File: src/iau_pkg.sv
// Constants, types and field layout of the integer add instruction unit.
//----------------------------------------------------------------------
// Overview of operation
//----------------------------------------------------------------------
// Overview of operation
// - General add sums two operands at byte, word or long and writes destination.
// - Operation modes 000-010 add into data register; 100-110 add into effective address.
// - Negative flag follows the sign bit of the sized result.
// - Zero flag is set when the sized result is zero.
// - Overflow flag is set on signed overflow at the operation width.
// - Carry flag is set when a carry leaves the top bit of the width.
// - Extend flag takes the same value as the carry flag.
// - Register field picks one of eight data registers as register operand.
// - Any source mode is legal; address register direct only at word or long.
// - Modes 000-110 use the register field; mode 111 subdecodes by register value.
// - Effective address destination must be an alterable memory mode.
// - Address register add works on and writes the whole 32-bit register.
// - Address register add leaves every condition flag unchanged.
// - Address add mode 011 is word with sign extension, 111 is long.
// - Address add register field picks one of eight address registers, always destination.
// - Address add accepts every source mode, including address register and immediate.
// - Immediate add adds an operand of the operation width to the destination.
// - Immediate add size field: 00 byte, 01 word, 10 long.
// - Immediate add destination must be data alterable.
// - Byte takes low byte of extension word; word one word; long two words.
package iau_pkg;

    //------------------------------------------------------------------
    // Instruction fields
    //------------------------------------------------------------------
    localparam int OP_GRP_LSB    = 12;
    localparam int OP_REG_LSB    = 9;
    localparam int OP_MODE_LSB   = 6;
    localparam int EA_MODE_LSB   = 3;
    localparam int EA_REG_LSB    = 0;
    localparam int OP_DIR_BIT    = 8;
    localparam logic [3:0] GRP_ADD     = 4'hD;
    localparam logic [7:0] IMM_ADD_HI  = 8'h06;
    localparam logic [2:0] OPM_ADDR_WORD = 3'h3;
    localparam logic [2:0] OPM_ADDR_LONG = 3'h7;

    localparam logic [2:0] EAM_DREG  = 3'h0;
    localparam logic [2:0] EAM_AREG  = 3'h1;
    localparam logic [2:0] EAM_IND   = 3'h2;
    localparam logic [2:0] EAM_IDX   = 3'h6;
    localparam logic [2:0] EAM_EXT   = 3'h7;
    localparam logic [2:0] EXT_ABS_W = 3'h0;
    localparam logic [2:0] EXT_ABS_L = 3'h1;
    localparam logic [2:0] EXT_PCD   = 3'h2;
    localparam logic [2:0] EXT_PCX   = 3'h3;
    localparam logic [2:0] EXT_IMM   = 3'h4;

    //------------------------------------------------------------------
    // Condition code bits and register bus map
    //------------------------------------------------------------------
    localparam int CC_C = 0;
    localparam int CC_V = 1;
    localparam int CC_Z = 2;
    localparam int CC_N = 3;
    localparam int CC_X = 4;
    localparam logic [4:0]  CCR_RST     = 5'h00;
    localparam logic [31:0] REG_RST     = 32'h00000000;
    localparam logic [4:0]  IDX_CCR     = 5'h10;
    localparam logic [4:0]  IDX_STATUS  = 5'h11;

    typedef enum logic [1:0] {
        SZ_BYTE = 2'b00,
        SZ_WORD = 2'b01,
        SZ_LONG = 2'b10
    } iau_size_type;

    typedef enum logic [1:0] {
        KIND_DATA_DST = 2'b00,
        KIND_EA_DST   = 2'b01,
        KIND_ADDR     = 2'b10,
        KIND_IMM      = 2'b11
    } iau_kind_type;

    typedef enum logic [2:0] {
        ST_IDLE    = 3'b000,
        ST_REG_RD  = 3'b001,
        ST_REG_CAP = 3'b010,
        ST_EXT     = 3'b011,
        ST_EA_RD   = 3'b100,
        ST_EA_CAP  = 3'b101,
        ST_MEM_RD  = 3'b110,
        ST_EXEC    = 3'b111
    } iau_state_type;

endpackage

File: src/iau_regfile.sv
// Sixteen-word register file: eight data and eight address registers.
`timescale 1ns/1ps
module iau_regfile (
    input  wire logic        i_core_clk,
    input  wire logic        i_rst,
    input  wire logic        i_we,
    input  wire logic [3:0]  i_waddr,
    input  wire logic [31:0] i_wdata,
    input  wire logic [3:0]  i_raddr_a,
    input  wire logic [3:0]  i_raddr_b,
    output logic      [31:0] o_rdata_a,
    output logic      [31:0] o_rdata_b
);
    import iau_pkg::*;

    logic [31:0] mem [16];

    always_ff @(posedge i_core_clk or posedge i_rst) begin
        if (i_rst) begin
            for (int i = 0; i < 16; i++) begin
                mem[i] <= REG_RST;
            end
        end else if (i_we) begin
            mem[i_waddr] <= i_wdata;
        end
    end

    // Both read ports are registered, so data stand one cycle after the address.
    always_ff @(posedge i_core_clk or posedge i_rst) begin
        if (i_rst) begin
            o_rdata_a <= REG_RST;
            o_rdata_b <= REG_RST;
        end else begin
            o_rdata_a <= mem[i_raddr_a];
            o_rdata_b <= mem[i_raddr_b];
        end
    end
endmodule

File: src/iau_adder.sv
// Sized binary adder with negative, zero, overflow and carry results.
`timescale 1ns/1ps
module iau_adder (
    input  wire logic [31:0]  i_a,
    input  wire logic [31:0]  i_b,
    input  iau_pkg::iau_size_type i_size,
    output logic      [31:0]  o_sum,
    output logic              o_n,
    output logic              o_z,
    output logic              o_v,
    output logic              o_c
);
    import iau_pkg::*;

    logic [8:0]  s8;
    logic [16:0] s16;
    logic [32:0] s32;

    assign s8  = {1'b0, i_a[7:0]} + {1'b0, i_b[7:0]};
    assign s16 = {1'b0, i_a[15:0]} + {1'b0, i_b[15:0]};
    assign s32 = {1'b0, i_a} + {1'b0, i_b};

    always_comb begin
        o_sum = s32[31:0];
        unique case (i_size)
            SZ_BYTE: begin
                o_n = s8[7];
                o_z = (s8[7:0] == 8'h00);
                o_v = (i_a[7] == i_b[7]) && (s8[7] != i_a[7]);
                o_c = s8[8];
            end
            SZ_WORD: begin
                o_n = s16[15];
                o_z = (s16[15:0] == 16'h0000);
                o_v = (i_a[15] == i_b[15]) && (s16[15] != i_a[15]);
                o_c = s16[16];
            end
            default: begin
                o_n = s32[31];
                o_z = (s32[31:0] == 32'h00000000);
                o_v = (i_a[31] == i_b[31]) && (s32[31] != i_a[31]);
                o_c = s32[32];
            end
        endcase
    end
endmodule

File: src/iau_unit.sv
// Top of the integer add instruction unit: decode, sequencing and register bus.
//
// Our own choices: the address-and-strobe port and the address map.
`timescale 1ns/1ps
module iau_unit (
    input  wire logic        i_core_clk,
    input  wire logic        i_rst,
    input  wire logic        i_start,
    input  wire logic [15:0] i_opcode,
    output logic             o_busy,
    output logic             o_done,
    output logic             o_illegal,
    output logic             o_ext_req,
    input  wire logic        i_ext_valid,
    input  wire logic [15:0] i_ext_word,
    output logic             o_mem_rd,
    output logic             o_mem_wr,
    output logic [1:0]       o_mem_size,
    output logic [31:0]      o_mem_wdata,
    input  wire logic        i_mem_ack,
    input  wire logic [31:0] i_mem_rdata,
    output logic [4:0]       o_ccr,
    input  wire logic [4:0]  i_bus_addr,
    input  wire logic [31:0] i_bus_wdata,
    input  wire logic        i_bus_wr,
    input  wire logic        i_bus_rd,
    output logic [31:0]      o_bus_rdata
);
    import iau_pkg::*;

    //------------------------------------------------------------------
    // Decode functions
    //------------------------------------------------------------------
    function automatic logic ext_ok(input logic [2:0] reg_v);
        return reg_v <= EXT_IMM;
    endfunction

    function automatic logic mem_alterable(input logic [2:0] mode_v,
                                           input logic [2:0] reg_v);
        if (mode_v == EAM_EXT) begin
            return (reg_v == EXT_ABS_W) || (reg_v == EXT_ABS_L);
        end
        return (mode_v >= EAM_IND) && (mode_v <= EAM_IDX);
    endfunction

    function automatic logic [31:0] merge(input logic [31:0] base,
                                          input logic [31:0] val,
                                          input iau_size_type sz);
        unique case (sz)
            SZ_BYTE: return {base[31:8], val[7:0]};
            SZ_WORD: return {base[31:16], val[15:0]};
            default: return val;
        endcase
    endfunction

    function automatic logic [31:0] size_cut(input logic [31:0] val,
                                             input iau_size_type sz);
        return merge(REG_RST, val, sz);
    endfunction

    //------------------------------------------------------------------
    // Combinational decode of a fresh opcode
    //------------------------------------------------------------------
    logic [2:0]   dec_opm;
    logic [2:0]   dec_mode;
    logic [2:0]   dec_ereg;
    iau_kind_type dec_kind;
    iau_size_type dec_size;
    logic         dec_legal;

    assign dec_opm  = i_opcode[OP_MODE_LSB +: 3];
    assign dec_mode = i_opcode[EA_MODE_LSB +: 3];
    assign dec_ereg = i_opcode[EA_REG_LSB +: 3];

    always_comb begin
        dec_kind  = KIND_DATA_DST;
        dec_size  = SZ_LONG;
        dec_legal = 1'b0;
        if (i_opcode[OP_GRP_LSB +: 4] == GRP_ADD) begin
            if ((dec_opm == OPM_ADDR_WORD) || (dec_opm == OPM_ADDR_LONG)) begin
                dec_kind  = KIND_ADDR;
                dec_size  = (dec_opm == OPM_ADDR_WORD) ? SZ_WORD : SZ_LONG;
                dec_legal = (dec_mode != EAM_EXT) || ext_ok(dec_ereg);
            end else begin
                dec_size = iau_size_type'(dec_opm[1:0]);
                if (!dec_opm[OP_DIR_BIT - OP_MODE_LSB]) begin
                    dec_kind  = KIND_DATA_DST;
                    dec_legal = ((dec_mode != EAM_EXT) || ext_ok(dec_ereg))
                              && !((dec_mode == EAM_AREG) && (dec_size == SZ_BYTE));
                end else begin
                    dec_kind  = KIND_EA_DST;
                    dec_legal = mem_alterable(dec_mode, dec_ereg);
                end
            end
        end else if (i_opcode[15:8] == IMM_ADD_HI) begin
            dec_kind  = KIND_IMM;
            dec_size  = iau_size_type'(i_opcode[7:6]);
            dec_legal = (i_opcode[7:6] != 2'b11)
                      && ((dec_mode == EAM_DREG) || mem_alterable(dec_mode, dec_ereg));
        end
    end

    //------------------------------------------------------------------
    // Latched instruction and operands
    //------------------------------------------------------------------
    iau_state_type state;
    iau_state_type next_state;
    iau_kind_type  kind;
    iau_size_type  size;
    logic [2:0]    opreg;
    logic [2:0]    mode;
    logic [2:0]    ereg;
    logic [31:0]   reg_opnd;
    logic [31:0]   ea_opnd;
    logic [31:0]   imm_opnd;
    logic [15:0]   ext_hi;
    logic          ext_second;
    logic          imm_taken;
    logic [31:0]   ext_value;
    logic          ext_last;
    logic [31:0]   rf_a;
    logic [31:0]   rf_b;
    logic [3:0]    rf_raddr;
    logic          rf_we;
    logic [3:0]    rf_waddr;
    logic [31:0]   rf_wdata;
    logic [31:0]   add_a;
    logic [31:0]   add_b;
    iau_size_type  add_size;
    logic [31:0]   add_sum;
    logic          f_n;
    logic          f_z;
    logic          f_v;
    logic          f_c;
    logic          dst_is_reg;
    logic [3:0]    dst_idx;
    logic          idle_wr;

    // Long immediates take two extension words, high word first.
    assign ext_last  = (size != SZ_LONG) || ext_second;
    always_comb begin
        unique case (size)
            SZ_BYTE: ext_value = {24'h000000, i_ext_word[7:0]};
            SZ_WORD: ext_value = {16'h0000, i_ext_word};
            default: ext_value = {ext_hi, i_ext_word};
        endcase
    end

    // Register-destination cases: data register, address register, or immediate into Dn.
    assign dst_is_reg = (kind != KIND_EA_DST) && !((kind == KIND_IMM) && (mode != EAM_DREG));
    assign dst_idx    = (kind == KIND_ADDR) ? {1'b1, opreg} :
                        (kind == KIND_IMM)  ? {1'b0, ereg} : {1'b0, opreg};

    //------------------------------------------------------------------
    // Sequencer
    //------------------------------------------------------------------
    function automatic iau_state_type ea_stage(input logic [2:0] mode_v,
                                               input logic [2:0] reg_v);
        if ((mode_v == EAM_DREG) || (mode_v == EAM_AREG)) begin
            return ST_EA_RD;
        end
        if ((mode_v == EAM_EXT) && (reg_v == EXT_IMM)) begin
            return ST_EXT;
        end
        return ST_MEM_RD;
    endfunction

    always_comb begin
        next_state = state;
        unique case (state)
            ST_IDLE: begin
                if (i_start && dec_legal) begin
                    next_state = (dec_kind == KIND_IMM) ? ST_EXT : ST_REG_RD;
                end
            end
            ST_REG_RD:  next_state = ST_REG_CAP;
            ST_REG_CAP: next_state = ea_stage(mode, ereg);
            ST_EXT: begin
                if (i_ext_valid && ext_last) begin
                    next_state = ((kind == KIND_IMM) && !imm_taken) ? ea_stage(mode, ereg)
                                                                     : ST_EXEC;
                end
            end
            ST_EA_RD:  next_state = ST_EA_CAP;
            ST_EA_CAP: next_state = ST_EXEC;
            ST_MEM_RD: next_state = i_mem_ack ? ST_EXEC : ST_MEM_RD;
            ST_EXEC: begin
                if (o_mem_wr) begin
                    next_state = i_mem_ack ? ST_IDLE : ST_EXEC;
                end else if (dst_is_reg) begin
                    next_state = ST_IDLE;
                end
            end
        endcase
    end

    always_ff @(posedge i_core_clk or posedge i_rst) begin
        if (i_rst) begin
            state <= ST_IDLE;
        end else begin
            state <= next_state;
        end
    end

    always_ff @(posedge i_core_clk or posedge i_rst) begin
        if (i_rst) begin
            kind  <= KIND_DATA_DST;
            size  <= SZ_LONG;
            opreg <= 3'h0;
            mode  <= 3'h0;
            ereg  <= 3'h0;
        end else if ((state == ST_IDLE) && i_start && dec_legal) begin
            kind  <= dec_kind;
            size  <= dec_size;
            opreg <= i_opcode[OP_REG_LSB +: 3];
            mode  <= dec_mode;
            ereg  <= dec_ereg;
        end
    end

    always_ff @(posedge i_core_clk or posedge i_rst) begin
        if (i_rst) begin
            ext_hi     <= 16'h0000;
            ext_second <= 1'b0;
            imm_taken  <= 1'b0;
            imm_opnd   <= REG_RST;
        end else if (state == ST_IDLE) begin
            ext_second <= 1'b0;
            imm_taken  <= 1'b0;
        end else if ((state == ST_EXT) && i_ext_valid) begin
            ext_hi     <= i_ext_word;
            ext_second <= !ext_last;
            if (ext_last && (kind == KIND_IMM) && !imm_taken) begin
                imm_opnd  <= ext_value;
                imm_taken <= 1'b1;
            end
        end
    end

    always_ff @(posedge i_core_clk or posedge i_rst) begin
        if (i_rst) begin
            reg_opnd <= REG_RST;
            ea_opnd  <= REG_RST;
        end else begin
            if (state == ST_REG_CAP) begin
                reg_opnd <= rf_a;
            end
            if (state == ST_EA_CAP) begin
                ea_opnd <= rf_a;
            end else if ((state == ST_MEM_RD) && i_mem_ack) begin
                ea_opnd <= size_cut(i_mem_rdata, size);
            end else if ((state == ST_EXT) && i_ext_valid && ext_last
                         && !((kind == KIND_IMM) && !imm_taken)) begin
                ea_opnd <= ext_value;
            end
        end
    end

    //------------------------------------------------------------------
    // Execution
    //------------------------------------------------------------------
    always_comb begin
        add_size = size;
        unique case (kind)
            KIND_DATA_DST: begin
                add_a = reg_opnd;
                add_b = ea_opnd;
            end
            KIND_EA_DST: begin
                add_a = ea_opnd;
                add_b = reg_opnd;
            end
            KIND_ADDR: begin
                add_a    = reg_opnd;
                add_b    = (size == SZ_WORD) ? {{16{ea_opnd[15]}}, ea_opnd[15:0]}
                                             : ea_opnd;
                add_size = SZ_LONG;
            end
            default: begin
                add_a = ea_opnd;
                add_b = imm_opnd;
            end
        endcase
    end

    iau_adder u_adder (
        .i_a    (add_a),
        .i_b    (add_b),
        .i_size (add_size),
        .o_sum  (add_sum),
        .o_n    (f_n),
        .o_z    (f_z),
        .o_v    (f_v),
        .o_c    (f_c)
    );

    function automatic logic [3:0] dst_idx_rd(input iau_kind_type k, input logic [2:0] r);
        return {k == KIND_ADDR, r};
    endfunction

    // Bus writes to registers are refused while an instruction runs, to keep operands stable.
    assign idle_wr  = i_bus_wr && (state == ST_IDLE);
    assign rf_we    = ((state == ST_EXEC) && dst_is_reg) || (idle_wr && !i_bus_addr[4]);
    assign rf_waddr = (state == ST_EXEC) ? dst_idx : i_bus_addr[3:0];
    assign rf_wdata = (state != ST_EXEC) ? i_bus_wdata :
                      (kind == KIND_ADDR) ? add_sum : merge(add_a, add_sum, size);
    assign rf_raddr = (state == ST_REG_RD) ? dst_idx_rd(kind, opreg)
                                           : {mode == EAM_AREG, ereg};

    iau_regfile u_regfile (
        .i_core_clk (i_core_clk),
        .i_rst      (i_rst),
        .i_we       (rf_we),
        .i_waddr    (rf_waddr),
        .i_wdata    (rf_wdata),
        .i_raddr_a  (rf_raddr),
        .i_raddr_b  (i_bus_addr[3:0]),
        .o_rdata_a  (rf_a),
        .o_rdata_b  (rf_b)
    );

    always_ff @(posedge i_core_clk or posedge i_rst) begin
        if (i_rst) begin
            o_ccr <= CCR_RST;
        end else if ((state == ST_EXEC) && (next_state == ST_IDLE || !dst_is_reg)
                     && !o_mem_wr && (kind != KIND_ADDR)) begin
            o_ccr[CC_N] <= f_n;
            o_ccr[CC_Z] <= f_z;
            o_ccr[CC_V] <= f_v;
            o_ccr[CC_C] <= f_c;
            o_ccr[CC_X] <= f_c;
        end else if (idle_wr && (i_bus_addr == IDX_CCR)) begin
            o_ccr <= i_bus_wdata[4:0];
        end
    end

    //------------------------------------------------------------------
    // Handshake outputs
    //------------------------------------------------------------------
    always_ff @(posedge i_core_clk or posedge i_rst) begin
        if (i_rst) begin
            o_busy      <= 1'b0;
            o_done      <= 1'b0;
            o_illegal   <= 1'b0;
            o_ext_req   <= 1'b0;
            o_mem_rd    <= 1'b0;
            o_mem_wr    <= 1'b0;
            o_mem_size  <= SZ_LONG;
            o_mem_wdata <= REG_RST;
        end else begin
            o_busy    <= next_state != ST_IDLE;
            o_done    <= (state != ST_IDLE) && (next_state == ST_IDLE);
            o_illegal <= (state == ST_IDLE) && i_start && !dec_legal;
            o_ext_req <= (next_state == ST_EXT) && !((state == ST_EXT) && i_ext_valid
                                                     && ext_last && next_state != ST_EXT);
            o_mem_rd  <= next_state == ST_MEM_RD;
            if ((state == ST_EXEC) && !dst_is_reg && !o_mem_wr) begin
                o_mem_wr    <= 1'b1;
                o_mem_wdata <= size_cut(add_sum, size);
            end else if (i_mem_ack) begin
                o_mem_wr <= 1'b0;
            end
            if ((state == ST_IDLE) && i_start) begin
                o_mem_size <= dec_size;
            end
        end
    end

    //------------------------------------------------------------------
    // Register bus read path
    //------------------------------------------------------------------
    logic        rd_from_rf;
    logic [31:0] rd_local;

    always_ff @(posedge i_core_clk or posedge i_rst) begin
        if (i_rst) begin
            rd_from_rf <= 1'b0;
            rd_local   <= REG_RST;
        end else begin
            rd_from_rf <= i_bus_rd && !i_bus_addr[4];
            if (i_bus_rd && (i_bus_addr == IDX_CCR)) begin
                rd_local <= {27'h0000000, o_ccr};
            end else if (i_bus_rd && (i_bus_addr == IDX_STATUS)) begin
                rd_local <= {31'h00000000, state != ST_IDLE};
            end else begin
                rd_local <= REG_RST;
            end
        end
    end

    // The register file read port is already registered, so only a select mux follows it.
    assign o_bus_rdata = rd_from_rf ? rf_b : rd_local;
endmodule

File: config.mk
export PLATFORM = sky130hd
export DESIGN_NAME = iau_unit
export DESIGN_NICKNAME = d
export VERILOG_FILES = /design/src/iau_pkg.sv /design/src/iau_regfile.sv /design/src/iau_adder.sv /design/src/iau_unit.sv
export SDC_FILE = /design/constraint.sdc
export NUM_CORES = 2
export LEC_CHECK = 0
export BUFFER_PORTS_ARGS = -buffer_cell sky130_fd_sc_hd__buf_2
export CORE_UTILIZATION = 55
export CTS_CLUSTER_DIAMETER = 40
export DETAILED_ROUTE_END_ITERATION = 12
export GPL_TIMING_DRIVEN = 0
export HOLD_SLACK_MARGIN = 0.12
export PLACE_DENSITY = 0.75
export SYNTH_ARGS = -nofsm -noshare
export SYNTH_HDL_FRONTEND = slang
export SYNTH_SLANG_ARGS = --single-unit
File: constraint.sdc
create_clock -name i_core_clk -period 23.6 [get_ports i_core_clk]
set_clock_uncertainty 0.2 [all_clocks]
set_input_delay 2.36 -clock i_core_clk [delete_from_list [all_inputs] [get_ports i_core_clk]]
set_output_delay 2.36 -clock i_core_clk [all_outputs]
set_load 0.02 [all_outputs]
# Word-level counts from Yosys, hierarchy flattened
# Index checks and enable logic that the tools add are counted.
# word_totals
ff_bits	784
latch_bits	0
ramBits	0
rom_bits	0
wordCells	265
mem_count	0
# op_classes
add_sub_neg	3
n_mul	0
div	0
n_lt_le_gt_ge	7
n_eq_ne	40
shift	0
n_mux	90
bitwise_logic	4
n_reduce_logical	80
# ops
operator	count
$bwmux 512	1
$mux 32	13
$bmux 32 s4	2
$pmux 32 s2	4
$demux 32 s4	1
$pmux 32 s3	1
$mux 3	13
$logic_and 1x1->1	38
$mux 1	35
$add 32x32->33	1
$logic_not 32->1	1
$eq 3x3->1 const B	9
$pmux 3 s8	1
$mux 2	9
$add 16x16->17	1
$logic_not 16->1	1
$ge 5x5->1 const B	3
$logic_not 3->1	5
$mux 5	3
$not 4->5	3
$eq 3x1->1 const B	4
$eq 3x2->1 const B	4
$mux 4	3
$reduce_bool 3->1	4
25 further kinds	64

# Longest topological paths before layout
# logic_depth
depth_word	20
ltp_mapped	21
ltp_nobuf	15

# Modules after synthesis
# Synthesis repeated with hierarchy kept, for this count alone.
# unflattened
cells_unflattened	3037
area_unflattened_um2	40039.7
# modules_own_cells
mod	n_inst	cells_each	area_each_um2
iau_regfile	1	1741	28095.7
iau_unit	1	1043	10112.2
iau_adder	1	253	1831.8

# Worst setup path before layout
# Ideal clock, no wire load.
# synth_timing
path_kind	flip-flop to flip-flop
from	register kind[0]
to	register o_ccr[2]
setup_ps	66
arrival_time_ps	5279
t_required_ps	23334
slack_ps	18055
path_stages_with_launch	21
path_cell_list	dfrtp_1 -> clkbuf_1 -> clkbuf_1 -> buf_1 -> buf_1 -> clkbuf_1 -> nor2_1 -> a21oi_1 -> ha_1 -> inv_1 -> fa_1 -> and2b_1 -> o2111ai_2 -> a21oi_4 -> o2111ai_4 -> a211o_1 -> and4_4 -> or4_1 -> or4b_1 -> o41ai_2 -> a31o_1
# synth_between
elab_chain_len	13
# synth_rtl
item	line_no	rtl
start: declaration	iau_unit.sv:108	iau_kind_type kind;
start signal: assignment	iau_unit.sv:213	kind <= dec_kind;
branches (longest 13 deep; another with $add 32x32->33)	n/a	
end signal: indexed assignment	iau_unit.sv:327	o_ccr[CC_N] <= f_n;
end signal: indexed assignment	iau_unit.sv:328	o_ccr[CC_Z] <= f_z;
end signal: indexed assignment	iau_unit.sv:329	o_ccr[CC_V] <= f_v;
end: declaration	iau_unit.sv:22	output logic [4:0] o_ccr,
# Several ways; the timed one is not identified.
# A chain may end at the register's enable or synchronous reset.

# Worst setup path in the final report
# Ends and elaborated chain as after synthesis.

==> out/results.ini <==
[outcome]
status=finished, violations left
violations=max-capacitance violations

[yosys]
synthArstFlopShare_pct=100
synth_edf_count=0
synth.distinct_cells=88
synthFlopType=dfrtp_1
avgSynthCellArea_um2=11.0
seq_area_frac_synth_pct=48.2
ys.warnings.count=0
syn_nets=3730
synthesis.area_um2=39300
synth_seq_cells=757
syn_inst=3589

[sta]
fin_ws_ns=15.32
tightest_slew_ns=1.49
finalHoldViolCount=0
finalSetupTns_ns=0
drv_slew=0
setup_violations=0
post-route-period-util_pct=35.1
finalCriticalPeriod_ns=8.28
fmax_mhz=121
slew-limit-headroom_pct=0.455
grt_setup_unrepaired=no

[cts]
cts_tree=done
clk_transition_reported_paths_ns=0.06
cts_resized=0
cts_hold_buf=0
clk_path_buf_depth=3
cts_max_level=3
postCtsSetupBuffers=0
cts.sinks=757
root_buffer=clkbuf_16
cts_buffers=109
clock_latency_ns=0.69

[floorplanning]
die_h_um=269
dieArea_um2=72600
initial_core_util_pct=55.9
row_count=97
ios=185
die_x_um=269
core_area_um2=70400

[placement]
dpl_worst_slack_ns=15.52
place_hpwl_um=104000
port_buffers=181
place.gp.congestion=1.02

[layout]
layout-drive-gt1-share_pct=22.3
layout.nets=4044
area_delta_synth_final_pct=16.2

[global_route]
antenna_found_initial=8
grt_pass1_wl_um=218000
grt_max_degree=43
grt_pass1_vias=34167
track_usage_pct=40.7
gr-total-overflow=0

[power]
leakage_nw=20.4
vdd_drop_max_mv=0.0951
p_int_mw=4.14
pwr-share-comb_pct=44.4
p_clk_share_pct=23.9
power_frac_seq_pct=31.7
p_sw_share_pct=42.2
power.switching_mw=3.03
p_per_area_nw_per_um2=157

[drt]
drt-initial-drc-count=5038
drtAntennaViolNets=0
vias_per_cell=6.94
via_count=34283
wl_um=148000
firstDrtPassIters=7
wl_per_cell_um=29.9
drc=0

[setup_path]
cp.arrival_ns=8.70
r2r_cells=17
cp-startpoint=kind[0]
r2r_start=kind[0]
crit_type=flip-flop to flip-flop
start_kind=flip-flop
path_max_fanout=10
crit_required_ns=24.02
worstSetupEndpointType=flip-flop

[min_path]
whs_path_depth=2
min_from=o_mem_size[1]
hp-class=flip-flop to flip-flop

[flow_run]
drv_cap=1

-- through the flow --
step | instances | cell area [um2] | hold WS, ns | util [%] | power, mW
floorplan | 3589 | 39300 | 0.245 | - | 4.26
finish | 4938 | 45700 | 0.289 | 64.9 | 7.17
global placement | 4710 | 41400 | 0.264 | 58.8 | 5.19
CTS | 4931 | 45700 | 0.293 | 64.9 | 7.02
detailed placement | 4732 | 41800 | 0.276 | 59.4 | 5.29
global route | 4931 | 45700 | 0.320 | 64.9 | 7.45
-- area by class of cell --
type                       instances  area, um2
antenna                            7       17.5
inverter                          18       71.3
clock buffer                     138       3010
fill                            5386      24700
buffer                           299       1200
sequential                       757      18900
clock inverter                    61        830
multi-input combinational       2515      19100
timing repair buffer             203       1340
tap                              940       1180
-- cell usage in the layout, fill, tap and decap left out, types with 20 or more instances in the layout --
master / n
clkbuf_1: 245
a31oi_1: 39
a21o_1: 28
buf_2: 196
a22o_1: 22
a211oi_1: 38
nand2_1: 738
buf_1: 43
clkbuf_16: 110
ha_1: 32
o21ai_0: 523
and2_1: 65
buf_12: 20
dfrtp_1: 755
mux2_2: 128
nor2_1: 153
mux2i_1: 63
a21oi_1: 171
mux4_2: 304
-- sequential cells by signal, indices dropped and copies added, names as in the netlist, 2 cells and up --
register,flops
u_regfile.mem,512
ea_opnd,32
imm_opnd,32
o_mem_wdata,32
reg_opnd,32
u_regfile.o_rdata_a,32
u_regfile.o_rdata_b,32
ext_hi,16
o_ccr,5
rd_local,5
ereg,3
mode,3
opreg,3
state,3
kind,2
o_mem_size,2
size,2
-- worst max-delay path, cell delays in order (launching register included) --
cell and delay (ns):
dfrtp_1 0.33, clkbuf_1 0.32, clkbuf_1 0.62, buf_1 0.60, buf_1 0.67, clkbuf_1 0.69, clkbuf_1 0.48, a21oi_1 0.14
ha_1 0.40, o211ai_1 0.12, o21bai_2 0.32, o21ai_1 0.20, o41ai_2 0.76, xor2_1 0.35, or4_1 0.60, or4b_1 0.52
o41ai_2 0.64, a31o_1 0.23
-- cell usage after synthesis, types with 4 or more instances --
cell,n,area (um2)
a31oi_1,39,244
nand4b_1,4,35.0
xor2_1,11,96.3
or3_1,5,31.3
clkbuf_1,232,871
dfrtp_1,755,18900
a22o_1,22,193
o21ai_1,6,30.0
nand4_1,8,50.1
nand3_1,19,95.1
mux2i_1,63,631
o211ai_1,8,60.1
a211oi_1,38,285
and2_1,65,407
nor3_1,13,65.1
inv_1,18,67.6
o21ai_0,523,2620
a21o_1,28,210
a21oi_1,171,856
o21a_1,6,45.0
or2_2,16,100
mux4_2,304,6850
xnor2_1,16,140
nor2_1,153,574
and3_1,9,56.3
buf_2,15,75.1
nand2_1,738,2770
nand2b_1,5,31.3
mux2_2,128,1440
nor2b_1,4,25.0
a311oi_1,5,43.8
buf_1,43,161
ha_1,32,400
-- power groups by stage --
stage	registers (mW)	logic (mW)	clock network [mW]
after floorplan	2.12	2.14	0
after global routing	2.31	3.38	1.76
final	2.27	3.18	1.72
after global placement	2.22	2.97	0
after CTS	2.24	3.08	1.71
after detailed placement	2.24	3.04	0
-- final timing paths --
check,end,slack (ns)
setup / recovery,o_ccr[2],15.32
max in group asynchronous,u_regfile.mem[210],19.78
setup reg to reg,o_ccr[2],15.32
hold reg to reg,o_mem_size[1],0.29
min in group asynchronous,ea_opnd[2],1.60
hold / removal,o_mem_size[1],0.29
-- logic make-up after synthesis --
kind of cell               count (synthesis)  synth area share [%]
and+or+nand+nor                         1069                  11.4
xor gates and xnor gates                  27                 0.601
muxes                                    495                  22.7
AOI/OAI and AO/OA                        891                  12.8
adders and majority gates                 33                  1.07
buffers and inverters                    317                  3.23
DFF                                      757                  48.2
-- per-layer routing --
metal | up-vias | routed length (um) | GRT usage (%)
met5 | - | 145 | 0.789
met4 | 12 | 11500 | 27.6
met3 | 780 | 20800 | 15.9
met2 | 2860 | 65000 | 59.6
met1 | 17025 | 50200 | 50.0
li1 | 13606 | - | -
(Power assumes the default switching activity.)
